[src/core/asp_pkg.sv]
/*
 * shared constants, types and helper functions of the adc serial port:
 * register map, pin positions, interface modes, timing counts.
 * assumes a 250 MHz core clock; the analog core supplies the result word.
 */
// Function
// - mode pins both low after power-up select default three-wire slave mode 2
// - mode 2: sync fall drives output, first launch edge gives leading zero
// - mode 2 default polarity samples serial input on clock rising edges
// - polarity pin swaps the sampling edge and the launching edge
// - sync high then low resets framing; new frame starts at falling edge
// - mode 3: sync falling edge starts frame; sixteen clocks counted internally
// - mode 3: sync rise floats output, fall drives; launch fall, sample rise
// - modes 4/5 drive clock and sync; mode 5 passes, mode 4 gates clock
// - modes 4/5 shift current result; received word applies to next conversion
// - convert-start pin falling edge begins a conversion and raises busy
// - modes 4/5: convert-start rise drops sync within 0.5 to 1.5 periods; code drops it at the next arming clock edge, 0 to 1 period later
// - modes 4/5 end after sixteen clocks: sync rises, busy falls
// - modes 4/5: sync fall launches first bit, later rises shift data
// - mode 5 drops sync after a clock rise, raises it after 16th rise
// - writing 1 to the start bit starts conversion and opens a transfer
// - after software-started self-clocked conversion, only pin toggle reopens transfers
// - self-clocking modes transfer data only while frame sync is low
// - mode pins 00 mode 2, 01 mode 3, 10 mode 4, 11 mode 5
// - modes 1-3 and modes 4/5 use opposite edge mappings per polarity; code flips only the sample edge
package asp_pkg;

	// frame, result and bit-counter widths
	localparam int WORD_W   = 16;
	localparam int RESULT_W = 12;
	localparam int CNT_W    = 5;

	// register byte offsets (apb, one aligned word each)
	localparam logic [7:0] REG_CTRL    = 8'h00;
	localparam logic [7:0] REG_STATUS  = 8'h04;
	localparam logic [7:0] REG_RX      = 8'h08;
	localparam logic [7:0] REG_RESULT  = 8'h0c;
	localparam logic [7:0] REG_APPLIED = 8'h10;

	// field positions
	localparam int CTRL_START   = 0;
	localparam int STAT_BUSY    = 0;
	localparam int STAT_RXVALID = 1;
	localparam int STAT_LOCK    = 2;
	localparam int STAT_MODE    = 4;

	// synchronised pin vector positions
	localparam int PIN_SCLK = 0;
	localparam int PIN_SYNC = 1;
	localparam int PIN_DIN  = 2;
	localparam int PIN_CNV  = 3;
	localparam int PIN_MCLK = 4;
	localparam int PIN_SMHI = 5;
	localparam int PIN_SMLO = 6;
	localparam int PIN_POL  = 7;
	localparam int NPINS    = 8;
	// idle levels: sync and convert-start rest high
	localparam logic [NPINS-1:0] PIN_IDLE = 8'h0a;

	// conversion time for the externally clocked modes
	localparam int T_CONV_NS   = 4600;
	localparam int CORE_MHZ    = 250;
	localparam int CONV_CYCLES = (T_CONV_NS * CORE_MHZ + 999) / 1000;
	localparam int CONV_TW     = $clog2(CONV_CYCLES + 1);
	localparam logic [CONV_TW-1:0] CONV_LAST = CONV_TW'(CONV_CYCLES - 1);

	// interface modes, coded as the two mode-select pins
	typedef enum logic [1:0] {
		MODE2 = 2'h0,
		MODE3 = 2'h1,
		MODE4 = 2'h2,
		MODE5 = 2'h3
	} asp_mode_t;

	// conversion sequencer states
	typedef enum logic [4:0] {
		ST_IDLE  = 5'h01,
		ST_HOLD  = 5'h02,
		ST_ARM   = 5'h04,
		ST_FRAME = 5'h08,
		ST_CONV  = 5'h10
	} asp_fsm_t;

	// self-clocking modes make their own clock and sync
	function automatic logic self_clocked(input asp_mode_t m);
		return m[1];
	endfunction

	// output launch edge: slave modes launch on fall when polarity is high
	function automatic logic launch_on_rise(input asp_mode_t m, input logic p);
		return self_clocked(m) ? !p : !p;
	endfunction

	// input sample edge: slave modes use the opposite edge, self modes the same
	function automatic logic sample_on_rise(input asp_mode_t m, input logic p);
		return self_clocked(m) ? !p : p;
	endfunction

endpackage

[src/core/asp_shift_if.sv]
/*
 * carrier between the port sequencer and the 16-bit shift engine.
 * assumes both ends run on the same core clock.
 */
`timescale 1ns/100ps
interface asp_shift_if;
	logic                        clear;
	logic                        load;
	logic                        skip_first;
	logic [asp_pkg::WORD_W-1:0]  load_word;
	logic                        launch;
	logic                        sample;
	logic                        din_bit;
	logic                        dout_bit;
	logic [asp_pkg::WORD_W-1:0]  rx_word;
	logic                        done;

	modport ctl(
		output clear, load, skip_first, load_word, launch, sample, din_bit,
		input  dout_bit, rx_word, done
	);
	modport eng(
		input  clear, load, skip_first, load_word, launch, sample, din_bit,
		output dout_bit, rx_word, done
	);
endinterface

[src/core/asp_serial_port.sv]
/*
 * serial port of a sampling converter, interface modes 2 to 5, with an
 * apb register slave. all pins are sampled by the core clock, which must
 * run well above both the serial clock and the master clock input.
 */
`timescale 1ns/100ps
module asp_serial_port (
	// core clock and reset
	input  wire logic                          CORE_CLK,
	input  wire logic                          RST,
	// apb slave
	input  wire logic                          PSEL,
	input  wire logic                          PENABLE,
	input  wire logic                          PWRITE,
	input  wire logic [7:0]                    PADDR,
	input  wire logic [31:0]                   PWDATA,
	output logic      [31:0]                   PRDATA,
	output logic                               PREADY,
	output logic                               PSLVERR,
	// mode straps and conversion control
	input  wire logic                          SERIAL_MODE_SEL_HI,
	input  wire logic                          SERIAL_MODE_SEL_LO,
	input  wire logic                          POLARITY,
	input  wire logic                          CONVERT_START_N,
	input  wire logic                          MASTER_CLOCK_IN,
	input  wire logic [asp_pkg::RESULT_W-1:0]  CONV_RESULT,
	output logic                               BUSY,
	// serial clock pin
	input  wire logic                          SCLK_IN,
	output logic                               SCLK_OUT,
	output logic                               SCLK_OE_N,
	// frame sync pin, active low
	input  wire logic                          SYNC_N_IN,
	output logic                               SYNC_N_OUT,
	output logic                               SYNC_N_OE_N,
	// data pins
	input  wire logic                          DIN,
	output logic                               DOUT,
	output logic                               DOUT_OE_N
);
	localparam int W  = asp_pkg::WORD_W;
	localparam int RW = asp_pkg::RESULT_W;
	localparam int NP = asp_pkg::NPINS;
	localparam int TW = asp_pkg::CONV_TW;

	typedef struct packed {
		logic [NP-1:0]     meta;
		logic [NP-1:0]     pins;
		logic [NP-1:0]     prev;
		asp_pkg::asp_fsm_t fsm;
		logic [TW-1:0]     timer;
		logic              busy;
		logic              sw_conv;
		logic              sw_lock;
		logic              slv_open;
		logic              sync_n;
		logic              sync_oe_n;
		logic              sclk;
		logic              sclk_oe_n;
		logic              dout_oe_n;
		logic              rx_valid;
		logic [W-1:0]      rx_word;
		logic [W-1:0]      applied;
		logic [RW-1:0]     result;
		logic [31:0]       prdata;
		logic              pready;
		logic              pslverr;
	} asp_port_st_t;

	asp_port_st_t s_r;
	asp_port_st_t s_nxt;

	asp_shift_if sh();

	asp_shifter #(
		.W (W)
	) u_shifter (
		.clk (CORE_CLK),
		.rst (RST),
		.sh  (sh.eng)
	);

	// reset image: pins at their idle levels, all pins released
	function automatic asp_port_st_t reset_state();
		asp_port_st_t r;
		r           = '0;
		r.meta      = asp_pkg::PIN_IDLE;
		r.pins      = asp_pkg::PIN_IDLE;
		r.prev      = asp_pkg::PIN_IDLE;
		r.fsm       = asp_pkg::ST_IDLE;
		r.sync_n    = 1'b1;
		r.sync_oe_n = 1'b1;
		r.sclk_oe_n = 1'b1;
		r.dout_oe_n = 1'b1;
		return r;
	endfunction

	// apb read data for an aligned register offset
	function automatic logic [31:0] read_mux(input asp_port_st_t s,
			input logic [7:0] a, input asp_pkg::asp_mode_t m);
		logic [31:0] d;
		d = '0;
		if (a == asp_pkg::REG_STATUS) begin
			d[asp_pkg::STAT_BUSY]    = s.busy;
			d[asp_pkg::STAT_RXVALID] = s.rx_valid;
			d[asp_pkg::STAT_LOCK]    = s.sw_lock;
			d[asp_pkg::STAT_MODE +: 2] = m;
		end else if (a == asp_pkg::REG_RX)
			d[W-1:0] = s.rx_word;
		else if (a == asp_pkg::REG_RESULT)
			d[RW-1:0] = s.result;
		else if (a == asp_pkg::REG_APPLIED)
			d[W-1:0] = s.applied;
		return d;
	endfunction

	// apb offset check
	function automatic logic mapped(input logic [7:0] a);
		return a == asp_pkg::REG_CTRL || a == asp_pkg::REG_STATUS ||
			a == asp_pkg::REG_RX || a == asp_pkg::REG_RESULT ||
			a == asp_pkg::REG_APPLIED;
	endfunction

	// frame-end bookkeeping shared by slave and self-clocked frames
	function automatic asp_port_st_t take_frame(input asp_port_st_t s,
			input logic [W-1:0] rx);
		asp_port_st_t r;
		r          = s;
		r.rx_word  = rx;
		r.applied  = rx;
		r.rx_valid = 1'b1;
		return r;
	endfunction

	asp_pkg::asp_mode_t mode;
	logic               pol;
	logic               self_m;
	logic [NP-1:0]      rise;
	logic [NP-1:0]      fall;
	logic               clk_rise;
	logic               clk_fall;
	logic               launch_ev;
	logic               sample_ev;
	logic               apb_take;
	logic               sw_start;
	logic               mclk_arm;

	always_comb begin
		s_nxt = s_r;
		// edge detection runs on the second synchroniser stage only
		s_nxt.meta = {POLARITY, SERIAL_MODE_SEL_LO, SERIAL_MODE_SEL_HI,
			MASTER_CLOCK_IN, CONVERT_START_N, DIN, SYNC_N_IN, SCLK_IN};
		s_nxt.pins = s_r.meta;
		s_nxt.prev = s_r.pins;
		rise = s_r.pins & ~s_r.prev;
		fall = ~s_r.pins & s_r.prev;

		// mode pins 00 give the default mode 2
		mode   = asp_pkg::asp_mode_t'({s_r.pins[asp_pkg::PIN_SMHI],
			s_r.pins[asp_pkg::PIN_SMLO]});
		pol    = s_r.pins[asp_pkg::PIN_POL];
		self_m = asp_pkg::self_clocked(mode);

		// serial clock edges: own master clock in modes 4/5, else the pin
		clk_rise  = self_m ? rise[asp_pkg::PIN_MCLK] : rise[asp_pkg::PIN_SCLK];
		clk_fall  = self_m ? fall[asp_pkg::PIN_MCLK] : fall[asp_pkg::PIN_SCLK];
		launch_ev = asp_pkg::launch_on_rise(mode, pol) ? clk_rise : clk_fall;
		sample_ev = asp_pkg::sample_on_rise(mode, pol) ? clk_rise : clk_fall;
		// mode 5 waits for a clock rise, mode 4 for a fall so the gate opens low
		mclk_arm  = (mode == asp_pkg::MODE5) ? rise[asp_pkg::PIN_MCLK]
			: fall[asp_pkg::PIN_MCLK];

		sh.clear      = 1'b0;
		sh.load       = 1'b0;
		sh.skip_first = 1'b0;
		sh.load_word  = {{(W-RW){1'b0}}, s_r.result};
		sh.launch     = 1'b0;
		sh.sample     = 1'b0;
		sh.din_bit    = s_r.pins[asp_pkg::PIN_DIN];

		// apb: one wait state, request taken in the first access cycle
		apb_take  = PSEL && PENABLE && !s_r.pready;
		s_nxt.pready  = apb_take;
		s_nxt.pslverr = apb_take && !mapped(PADDR);
		s_nxt.prdata  = '0;
		if (apb_take && !PWRITE)
			s_nxt.prdata = read_mux(s_r, PADDR, mode);
		// a locked-out software start is ignored
		sw_start = apb_take && PWRITE && PADDR == asp_pkg::REG_CTRL &&
			PWDATA[asp_pkg::CTRL_START] && !(self_m && s_r.sw_lock);
		if (apb_take && PWRITE && PADDR == asp_pkg::REG_STATUS &&
				PWDATA[asp_pkg::STAT_RXVALID])
			s_nxt.rx_valid = 1'b0;

		// only a pin toggle lifts the software lockout
		if (fall[asp_pkg::PIN_CNV])
			s_nxt.sw_lock = 1'b0;

		// conversion sequencer
		case (s_r.fsm)
			asp_pkg::ST_IDLE: begin
				if (fall[asp_pkg::PIN_CNV] || sw_start) begin
					s_nxt.busy    = 1'b1;
					s_nxt.sw_conv = sw_start;
					s_nxt.timer   = '0;
					if (!self_m)
						s_nxt.fsm = asp_pkg::ST_CONV;
					else if (sw_start)
						s_nxt.fsm = asp_pkg::ST_ARM;
					else
						s_nxt.fsm = asp_pkg::ST_HOLD;
				end
			end
			asp_pkg::ST_HOLD: begin
				// sync drops only after the convert-start pin rises
				if (rise[asp_pkg::PIN_CNV])
					s_nxt.fsm = asp_pkg::ST_ARM;
			end
			asp_pkg::ST_ARM: begin
				if (mclk_arm) begin
					s_nxt.sync_n    = 1'b0;
					s_nxt.dout_oe_n = 1'b0;
					s_nxt.fsm       = asp_pkg::ST_FRAME;
					// current result goes out with the frame's first bit
					sh.load      = 1'b1;
					sh.load_word = {{(W-RW){1'b0}}, CONV_RESULT};
				end
			end
			asp_pkg::ST_FRAME: begin
				if (sh.done) begin
					// sync rises two core cycles after the 16th sampling edge is detected
					s_nxt           = take_frame(s_nxt, sh.rx_word);
					s_nxt.sync_n    = 1'b1;
					s_nxt.dout_oe_n = 1'b1;
					s_nxt.busy      = 1'b0;
					s_nxt.result    = CONV_RESULT;
					s_nxt.sw_lock   = s_r.sw_conv;
					s_nxt.fsm       = asp_pkg::ST_IDLE;
				end else begin
					// shift only while own sync is low
					sh.launch = launch_ev;
					sh.sample = sample_ev;
				end
			end
			asp_pkg::ST_CONV: begin
				s_nxt.timer = s_r.timer + TW'(1);
				if (s_r.timer == asp_pkg::CONV_LAST) begin
					s_nxt.busy   = 1'b0;
					s_nxt.result = CONV_RESULT;
					s_nxt.fsm    = asp_pkg::ST_IDLE;
				end
			end
			default: s_nxt.fsm = asp_pkg::ST_IDLE;
		endcase

		// slave framing in modes 2 and 3
		if (!self_m) begin
			if (rise[asp_pkg::PIN_SYNC]) begin
				// sync high floats the output and resets the bit framing
				s_nxt.slv_open  = 1'b0;
				s_nxt.dout_oe_n = 1'b1;
				sh.clear        = 1'b1;
			end else if (fall[asp_pkg::PIN_SYNC]) begin
				// frame starts at the sync falling edge in both modes
				s_nxt.slv_open  = 1'b1;
				s_nxt.dout_oe_n = 1'b0;
				sh.load         = 1'b1;
				sh.skip_first   = 1'b1;
			end else if (s_r.slv_open) begin
				if (sh.done) begin
					s_nxt = take_frame(s_nxt, sh.rx_word);
					// mode 2 with sync held low frames every 16 clocks;
					// mode 3 just stops counting until the next sync fall
					if (mode == asp_pkg::MODE2) begin
						sh.load       = 1'b1;
						sh.skip_first = 1'b1;
					end else
						s_nxt.slv_open = 1'b0;
				end else begin
					sh.launch = launch_ev;
					sh.sample = sample_ev;
				end
			end
		end else
			s_nxt.slv_open = 1'b0;

		// pin drivers: clock and sync are outputs only in modes 4 and 5
		s_nxt.sync_oe_n = !self_m;
		s_nxt.sclk_oe_n = !self_m;
		if (!self_m)
			s_nxt.sync_n = 1'b1;
		if (mode == asp_pkg::MODE5)
			s_nxt.sclk = s_r.pins[asp_pkg::PIN_MCLK];
		else if (mode == asp_pkg::MODE4)
			s_nxt.sclk = s_r.pins[asp_pkg::PIN_MCLK] &&
				s_nxt.fsm == asp_pkg::ST_FRAME;
		else
			s_nxt.sclk = 1'b0;

		// a new frame sets the valid flag whether or not software has cleared it;
		// hardware set above wins over the software clear
		if (s_r.fsm == asp_pkg::ST_FRAME && sh.done)
			s_nxt.rx_valid = 1'b1;
	end

	// state register
	always_ff @(posedge CORE_CLK or posedge RST) begin
		if (RST)
			s_r <= reset_state();
		else
			s_r <= s_nxt;
	end

	// every output comes straight from the state register or the shifter
	assign PRDATA      = s_r.prdata;
	assign PREADY      = s_r.pready;
	assign PSLVERR     = s_r.pslverr;
	assign BUSY        = s_r.busy;
	assign SCLK_OUT    = s_r.sclk;
	assign SCLK_OE_N   = s_r.sclk_oe_n;
	assign SYNC_N_OUT  = s_r.sync_n;
	assign SYNC_N_OE_N = s_r.sync_oe_n;
	assign DOUT        = sh.dout_bit;
	assign DOUT_OE_N   = s_r.dout_oe_n;
endmodule

[src/core/asp_shifter.sv]
/*
 * shift engine: one frame of W bits, msb first, in and out together.
 * assumes launch and sample strobes are single core-clock pulses.
 */
`timescale 1ns/100ps
module asp_shifter #(
	parameter int W = asp_pkg::WORD_W
) (
	// clock and reset
	input  wire logic   clk,
	input  wire logic   rst,
	// sequencer side
	asp_shift_if.eng    sh
);
	localparam int CW = asp_pkg::CNT_W;

	// the carrier is fixed at the package width
	if (W != asp_pkg::WORD_W || W >= (1 << CW))
		$error("asp_shifter: unsupported frame width");

	typedef struct packed {
		logic [W-1:0]  tx;
		logic [W-1:0]  rx;
		logic [CW-1:0] cnt;
		logic          skip;
	} asp_shift_st_t;

	asp_shift_st_t s_r;
	asp_shift_st_t s_nxt;

	// load wins over shifting; a cleared frame holds still
	always_comb begin
		s_nxt = s_r;
		if (sh.clear) begin
			s_nxt.tx   = '0;
			s_nxt.cnt  = '0;
			s_nxt.skip = 1'b0;
		end else if (sh.load) begin
			s_nxt.tx   = sh.load_word;
			s_nxt.cnt  = '0;
			s_nxt.skip = sh.skip_first;
		end else begin
			// no more than W bits are taken per frame
			if (sh.sample && s_r.cnt < CW'(W)) begin
				s_nxt.rx  = {s_r.rx[W-2:0], sh.din_bit};
				s_nxt.cnt = s_r.cnt + CW'(1);
			end
			// after a load with skip_first, the first launch edge only presents the msb already loaded
			if (sh.launch) begin
				if (s_r.skip)
					s_nxt.skip = 1'b0;
				else
					s_nxt.tx = {s_r.tx[W-2:0], 1'b0};
			end
		end
	end

	// state register
	always_ff @(posedge clk or posedge rst) begin
		if (rst)
			s_r <= '0;
		else
			s_r <= s_nxt;
	end

	assign sh.dout_bit = s_r.tx[W-1];
	assign sh.rx_word  = s_r.rx;
	assign sh.done     = (s_r.cnt == CW'(W));
endmodule

[config.mk]
export PLATFORM = sky130hd
export DESIGN_NAME = asp_serial_port
export DESIGN_NICKNAME = d
export VERILOG_FILES = /design/src/core/asp_pkg.sv /design/src/core/asp_shift_if.sv /design/src/core/asp_serial_port.sv /design/src/core/asp_shifter.sv
export SDC_FILE = /design/constraint.sdc
export NUM_CORES = 1
export LEC_CHECK = 0
export ABC_CLOCK_PERIOD_IN_PS = 15390
export BUFFER_PORTS_ARGS = -buffer_cell sky130_fd_sc_hd__clkbuf_2
export CAP_MARGIN = 20
export CORE_MARGIN = 3
export CORE_UTILIZATION = 40
export DETAILED_ROUTE_END_ITERATION = 10
export MAX_ROUTING_LAYER = met4
export PLACE_DENSITY_LB_ADDON = 0.25
export SKIP_LAST_GASP = 1
export SLEW_MARGIN = 10
export SYNTH_ARGS = -nofsm -noshare
export SYNTH_HDL_FRONTEND = slang
export SYNTH_SLANG_ARGS = --single-unit
[constraint.sdc]
create_clock -name CORE_CLK -period 15.39 [get_ports CORE_CLK]
set_input_delay 3.078 -clock CORE_CLK [delete_from_list [all_inputs] [get_ports CORE_CLK]]
set_output_delay 3.078 -clock CORE_CLK [all_outputs]
set_load 0.01 [all_outputs]
# [Word level (Yosys, flattened, before mapping)]
# Index checks and enable logic that the tools add are counted.
[op_classes] mux=101 order_cmp=1 bitwise=6 add_sub_neg=2 n_reduce_logical=31 n_eq_ne=15
[op_table] operator="$mux 16" count=13
[op_table] operator="$mux 85" count=2
[op_table] operator="$mux 79" count=2
[op_table] operator="$mux 104" count=1
[op_table] operator="$mux 84" count=1
[op_table] operator="$mux 1" count=53
[op_table] operator="$mux 12" count=4
[op_table] operator="$pmux 12 s3" count=1
[op_table] operator="$mux 34" count=1
[op_table] operator="$mux 33" count=1
[op_table] operator="$mux 5" count=5
[op_table] operator="$pmux 5 s5" count=1
[op_table] operator="$pmux 12 s2" count=1
[op_table] operator="$mux 18" count=1
[op_table] operator="$eq 8x4->1 const B" count=2
[op_table] operator="$logic_and 1x1->1" count=14
[op_table] operator="$mux 4" count=3
[op_table] operator="$mux 6" count=2
[op_table] operator="$add 11x1->11 const B" count=1
[op_table] operator="$eq 11x11->1 const B" count=1
[op_table] operator="$and 5x5->5" count=2
[op_table] operator="$eq 5x4->1 const B" count=2
[op_table] operator="$eq 5x5->1 const B" count=2
[op_table] operator="$mux 10" count=1
[op_table] operator="other kinds (21)" count=39
[word_totals] register_bits=162 input_bits=65

# [Logic depth before layout (Yosys ltp)]
# Gate-level depths: netlist of the first run.
[depth] depth_word=21 ltp_mapped=8

# [By module]
# Synthesis of the first run repeated with hierarchy kept, for this count alone.
[unflattened] hier_cells=616 hier_area_um2=7034.2
[by_module_without_submodules] mod="asp_serial_port" n_inst=1 area_per_inst_um2=5103.6 cells_each=461
[by_module_without_submodules] mod="asp_shifter" n_inst=1 area_per_inst_um2=1930.6 cells_each=155

# [Least setup slack after synthesis of the first run]
# OpenSTA, ideal clock, no wires.
[synth_timing] path_type="input to register" startpoint="input port PADDR[1]" endpoint="register s_r[86] (netlist bit)" slack_ns=10.534 t_arrival_ns=4.729 required_ns=15.262 stages=5 cell_sequence="or4_4 -> or3_4 -> or2_1 -> a21boi_4 -> mux2_1"
[synth_via] elab_chain_cells=7
[synth_lines] element="from (decl)" line="asp_serial_port.sv:15" text="input wire logic [7:0] PADDR,"
[synth_lines] element="$logic_not 8->1 *" line="asp_serial_port.sv:189" text="sw_start = apb_take && PWRITE && PADDR == asp_pkg::REG_CTRL &&"
[synth_lines] element="$logic_and 1x1->1 * (2 in a row)" line="asp_serial_port.sv:189"
[synth_lines] element="$logic_and 1x1->1 *" line="asp_serial_port.sv:190" text="PWDATA[asp_pkg::CTRL_START] && !(self_m && s_r.sw_lock);"
[synth_lines] element="$logic_or 1x1->1" line="asp_serial_port.sv:202" text="if (fall[asp_pkg::PIN_CNV] || sw_start) begin"
[synth_lines] element="$mux 18 *" line="asp_serial_port.sv:202"
[synth_lines] element="$pmux 1 s2 *" line="asp_serial_port.sv:200" text="case (s_r.fsm)"
[synth_lines] element="to (signal assigned)" line="asp_serial_port.sv:309" text="s_r <= reset_state();"
[synth_lines] element="to (signal assigned)" line="asp_serial_port.sv:311" text="s_r <= s_nxt;"
[synth_lines] element="to (decl)" line="asp_serial_port.sv:70" text="asp_port_st_t s_r;"
# Mark *: on every way between the ends. The rest lies on a longest branch, timed or not.
# A chain may end at the register's enable or synchronous reset.

==> run metrics, run 1 <==
Final Slew Violations 0; pre-CTS setup slack 10.05 ns; vias post-DR 4,524; hold depth 0; number of global-route vias before repair 4,559; commonest non-fill, non-tap cell in the layout dfrtp_1; Die Y-Extent 136 µm; TNS Setup 0 ns; ys flop type dfrtp_1; minimum clock period 4.92 ns; first-pass GRT wire length 23.4 mm; wire per inst 16.4 µm; 1st-iter DRT viols 370; Slowest-stage cell, CP nor3b_2; WP depth 6; largest net degree at the start of global routing 75; clock sink total 145; Setup-failing EPs final 0; final clock skew 0.00970 ns; Buf/Inv on CP 1; overall power 910 µW; Req. time, crit path 15.72 ns; r2r setup slk 12.59 ns; hold-fix buffer count after cts 0; post-CTS setup buffers 0; Syn Inst Count 601; LEAKAGE 0.00362 µW; R2R depth 6; crit path DAT 5.25 ns; IO Pins 106; cts bufs inserted 17; die area 18,500 µm²; nets@finish 706; post_cts resized 0; Least-Margin Pin Slew 0.941 ns; CP Launch Type input pin; most frequent cells in the layout dfrtp_1, clkbuf_2, nor2_1; DR DRC count 0; TritonCTS clock tree yes; latest clock arrival within the worst-skew pair 0.42 ns; synthesized area per cell 11.2 µm²; fillers 1,513; FMAX 203 MHz; CTS clk-pin slew, worst paths 0.06 ns; Slew HR 37.2%; sequential cell area 3640 µm²; Worst setup EP type flip-flop; overall overflow remaining after global route 0; CP delay by family, top simple AND/OR/NAND/NOR gates; Setup CP Type in -> reg; drt first pass iters 4; antenna fix cells 0; CTS H-Tree Depth 4; core footprint 16,200 µm²; Detailed Place HPWL 9.68 mm; root buffer cell clkbuf_16; PnR worst setup slack 10.47 ns; Max-Cap Viols 0; All-Layer GR Usage 16.7%; post-synth cell types 70; Hold Vio Cnt, Final 0; post-synthesis instance area 6760 µm²; die span in x 136 µm; largest buffer count on any clock path 2; CP max FO 11; antenna violations before repair 0; GP Congestion 0.813; final critical-path share of the clock period 32.0%; worst hold path class reg -> reg; share of cells above drive strength 1 25.7%; critical path cell sequence clkbuf_2 -> or4_4 -> or3_4 -> nor3b_2 -> a222oi_1 -> nor2_1; Synth Warn # 0; IO buf count 59; sequential fraction of the synthesis area 53.9%; Post-synth EDFFs 0; delay of the slowest critical-path stage 0.76 ns; area of the multi-input gates 2760 µm²; Routed Antenna Nets 0; power per cell area 119 nW/µm²; status completed; effective utilization at floorplan 41.6%; asr flop ratio synth 100%; area delta synth->final 13.0%; RSZ-0062 raised after global routing no; vias per inst 5.22; row count 46; DRT Wirelength 14.2 mm; Synth Register Bits 145; Worst VDD drop 0.0989 mV
## layer usage
layer / GRT usage, % / vias up / wire, µm
met5: - / - / 0
met4: 5.99 / 0 / 164
met3: 3.89 / 12 / 450
met2: 26.1 / 72 / 6950
met1: 21.4 / 2270 / 6650
li1: - / 2170 / -
## cells in the mapped netlist, types with 4 or more instances
cell       count  area share [%]
xnor2_1        5            0.65
a21oi_1       12            0.89
a2bb2oi_1     13             1.7
dfstp_2       10             3.9
a21boi_0      11             1.2
a22oi_1       10             1.1
inv_1         10            0.56
mux2i_1        8             1.2
nand3_1        6            0.44
nand2b_1       8            0.74
a222oi_1       7             1.0
and3_1        20             1.9
mux2_4        10             2.2
ha_1           4            0.74
clkbuf_1      17            0.94
o211ai_1      12             1.3
o21ai_0       33             2.4
buf_2          9            0.67
mux2_2        38             6.3
nand4_1        4            0.37
nor3_1        10            0.74
xor2_1         6            0.78
buf_4         35             3.9
nand2_1       47             2.6
nor2_1        53             2.9
dfrtp_1      135              50
## logic make-up after synthesis
logic type | Yosys count | share of synthesized area (%)
buffers and inverters | 73 | 6.28
adders and majority gates | 4 | 0.740
other | 1 | 0.0555
DFF | 145 | 53.9
and+or+nand+nor | 185 | 14.3
muxes | 57 | 9.90
xor gates and xnor gates | 11 | 1.43
AOI/OAI and AO/OA | 125 | 13.4
## path summary, 6_finish.rpt
| check | start | endpoint |
|---|---|---|
| max in group asynchronous | RST | s_r[120]$_DFF_PP0_ |
| min in group asynchronous | RST | PRDATA[1]$_DFF_PP0_ |
| worst min-delay path | s_r[127]$_DFF_PP0_ | pol$_DFF_PP0_ |
| worst max register to register | mode[1]$_DFF_PP0_ | u_shifter.sh.rx_word[6]$_DFFE_PP0P_ |
| worst min register to register | s_r[127]$_DFF_PP0_ | pol$_DFF_PP0_ |
| worst max-delay path | PADDR[1] | PRDATA[11]$_DFF_PP0_ |
## stage by stage
step / instance area [µm²] / util [%] / hold slack (ns) / instances
final: 7630 / 47.0 / 0.354 / 866
after global placement: 7050 / 43.4 / 0.338 / 834
after global routing: 7630 / 47.0 / 0.362 / 866
after floorplan: 6820 / - / 0.331 / 616
after detailed placement: 7050 / 43.4 / 0.336 / 834
after CTS: 7630 / 47.0 / 0.356 / 866
## cell type report
cell class / instances / area share (%)
multi-input cells: 398 / 36.1
flip-flops and latches: 145 / 47.7
well taps: 216 / 3.54
inverters: 11 / 0.606
repair buffers: 64 / 4.36
clock buffers: 22 / 5.95
clock inverters: 10 / 1.77
## flip-flops by register name, summed over array words and instances, names as in the netlist, 2 cells and up
name	cells
u_shifter.sh.rx_word	16
mode	2
PRDATA	16
u_shifter.s_r	21
s_r	81
## power by group
part,total [µW],internal [µW],switching [µW],leakage [µW]
clock network,409,258,151,0.000288
registers,418,402,16.5,0.00186
logic,83.1,34.8,48.3,0.00147
total,910,695,215,0.00362
Note: power is estimated with default switching activity, not from simulation.
==> run 2: changes to the inputs <==
Settings changed: ABC_CLOCK_PERIOD_IN_PS 15390 to 4550.
Clock period 15.39 ns to 4.55 ns, I/O delays scaled along.
==> run 2 against run 1 <==
Utilization rose by 0.80 points. Cell count rose by 0.23%. Die area did not move. Clock-buffer cell count fell by 3. Global-route usage rose by 0.12 points. Non-clock buffer count rose by 3. Critical path depth did not move. Sequential share of layout area fell by 0.80 points. Register-to-register slack got worse by 11 ns. Via count rose by 1.0%. First-iteration DRC count fell by 21%. Worst hold slack got worse by 0.0051 ns.
==> run metrics, run 2 (synthesized netlist as in run 1, its figures left out) <==
number of global-route vias before repair 4,576 (+0.37%); clock sink total 145 (unchanged); antenna violations before repair 0 (unchanged); Setup CP Type reg -> reg; cts bufs inserted 17 (unchanged); antenna fix cells 0 (unchanged); Routed Antenna Nets 0 (unchanged); R2R depth 6 (unchanged); DRT Wirelength 14.0 mm (-1.8%); Req. time, crit path 4.86 ns (-10.86 ns); met3 GRT Util 3.85% (-0.037 points); Buf/Inv on CP 1 (unchanged); Die Y-Extent 136 µm (unchanged); CP Launch Type flip-flop; DR DRC count 0 (unchanged); RSZ-0062 raised after global routing no; CP max FO 27 (+16); CTS H-Tree Depth 4 (unchanged); r2r setup slk 1.75 ns (-10.84 ns); final clock skew 0.00964 ns (-0.0000522 ns); wire per inst 16.1 µm (-2.0%); Least-Margin Pin Slew 0.761 ns (-0.180 ns); crit path DAT 3.11 ns (-2.14 ns); minimum clock period 2.80 ns; latest clock arrival within the worst-skew pair 0.43 ns (about the same); effective utilization at floorplan 41.6% (unchanged); largest buffer count on any clock path 2 (unchanged); final hold slack 0.349 ns (-0.00513 ns); vias per inst 5.27 (+0.81%); delay of the slowest critical-path stage 0.74 ns (-0.02 ns); post-CTS setup buffers 0 (unchanged); 1st-iter DRT viols 292 (-21%); post_cts resized 0 (unchanged); met2 Use GR 25.5% (-0.64 points); first-pass GRT wire length 23.5 mm (+0.71%); overall overflow remaining after global route 0 (unchanged); IO Pins 106 (unchanged); status completed; Final Slew Violations 0 (unchanged); Final Core Density 47.8% (+0.80 points); vias post-DR 4,571 (+1.0%); TritonCTS clock tree yes; Top Registers s_r: 81 flops, u_shifter.s_r: 21 flops; hold-fix buffer count after cts 0 (unchanged); CP endpoint u_shifter.sh.rx_word[6]$_DFFE_PP0P_; Crit Reg-Reg Endpoint u_shifter.sh.rx_word[6]$_DFFE_PP0P_; IO buf count 59 (unchanged); LEAKAGE 0.00367 µW (+1.5%); most frequent cells in the layout dfrtp_1, clkbuf_2, nor2_1; WP depth 6 (unchanged); Setup-failing EPs final 0 (unchanged); crit path from mode[1]$_DFF_PP0_; drt first pass iters 5 (+1); CTS clk-pin slew, worst paths 0.06 ns (about the same); Detailed Place HPWL 9.40 mm (-2.8%); root buffer cell clkbuf_16; grt peak-use layer met2; Largest Register s_r; TNS Setup 0 ns (unchanged); critical path cell sequence nand2_1 -> mux2i_1 -> buf_4 -> a2bb2oi_2 -> nand3_4 -> mux2_4; All-Layer GR Usage 16.8% (+0.12 points); die area 18,500 µm² (unchanged); Max-Cap Viols 0 (unchanged); GP Congestion 0.836 (+2.9%); commonest non-fill, non-tap cell in the layout dfrtp_1; core footprint 16,200 µm² (unchanged); largest net degree at the start of global routing 87 (+16%); CP delay by family, top flip-flops; final critical-path share of the clock period 61.6%; max reg flops 81 (unchanged); Slew HR 49.3% (+12 points); nets@finish 709 (+0.42%); Worst setup EP type flip-flop; die span in x 136 µm (unchanged); Hold Vio Cnt, Final 0 (unchanged); FMAX 357 MHz; power per cell area 424 nW/µm² (+260%); RR Startpoint mode[1]$_DFF_PP0_; Worst VDD drop 0.362 mV (+270%); area delta synth->final 14.9%; grt met1 use 22.3% (+0.94 points); share of cells above drive strength 1 26.4% (+0.69 points); row count 46 (unchanged); worst hold path class reg -> reg; Slowest-stage cell, CP dfrtp_1
## run 2: changes by cell type in the layout (fill, tap and decap cells not counted), moves of 2 or more
cell and delta:
buf_4 +2, bufinv_16 +3, clkbuf_1 -4, clkinv_2 -4, clkinvlp_4 +2
## run 2: metal layers
metal	vias to the layer above	routed length [µm]
met5	-	0
met4	0	223
met3	20	627
met2	100	6650
met1	2280	6460
li1	2171	-
## run 2: cell type report
class / count / area [µm²]
Fill cell: 1508 / 8470
Sequential cell: 145 / 3640
Multi-Input combinational cell: 398 / 2750
Clock buffer: 19 / 453
Timing Repair Buffer: 67 / 375
Tap cell: 216 / 270
Clock inverter: 12 / 230
Inverter: 11 / 45.0
## run 2: worst min-delay path by stage
stage | start | end | slack [ns] | depth (start not counted)
2_1_floorplan | s_r[126]$_DFF_PP0_ | mode[0]$_DFF_PP0_ | 0.33 | 0
3_3_place_gp | s_r[122]$_DFF_PP0_ | s_r[114]$_DFF_PP0_ | 0.34 | 0
3_5_place_dp | s_r[126]$_DFF_PP0_ | mode[0]$_DFF_PP0_ | 0.34 | 0
4_1_cts | s_r[126]$_DFF_PP0_ | mode[0]$_DFF_PP0_ | 0.35 | 0
5_1_grt | s_r[122]$_DFF_PP0_ | s_r[114]$_DFF_PP0_ | 0.37 | 0
6_report | s_r[126]$_DFF_PP0_ | mode[0]$_DFF_PP0_ | 0.35 | 0
## run 2: where the power goes
group	switching, µW	leakage (µW)	internal, µW	total (µW)
logic	160	0.00149	120	280
registers	56.4	0.00186	1360	1410
clock network	542	0.000326	1060	1600
total	759	0.00367	2540	3290
## run 2: worst register-to-register path: stages (launching register included)
cell and delay (ns):
dfrtp_1 0.74, nand2_1 0.15, mux2i_1 0.15, buf_4 0.21, a2bb2oi_2 0.57, nand3_4 0.44
mux2_4 0.43
## run 2: metrics by stage
step	setup slack, ns	instance area, µm²	power [µW]	std cells
5_1_grt	1.55	7760	3440	868
6_report	1.75	7760	3290	868
3_5_place_dp	1.46	7050	1710	836
4_1_cts	1.74	7740	3330	867
2_1_floorplan	1.83	6820	1650	616
3_3_place_gp	1.48	7050	1700	836
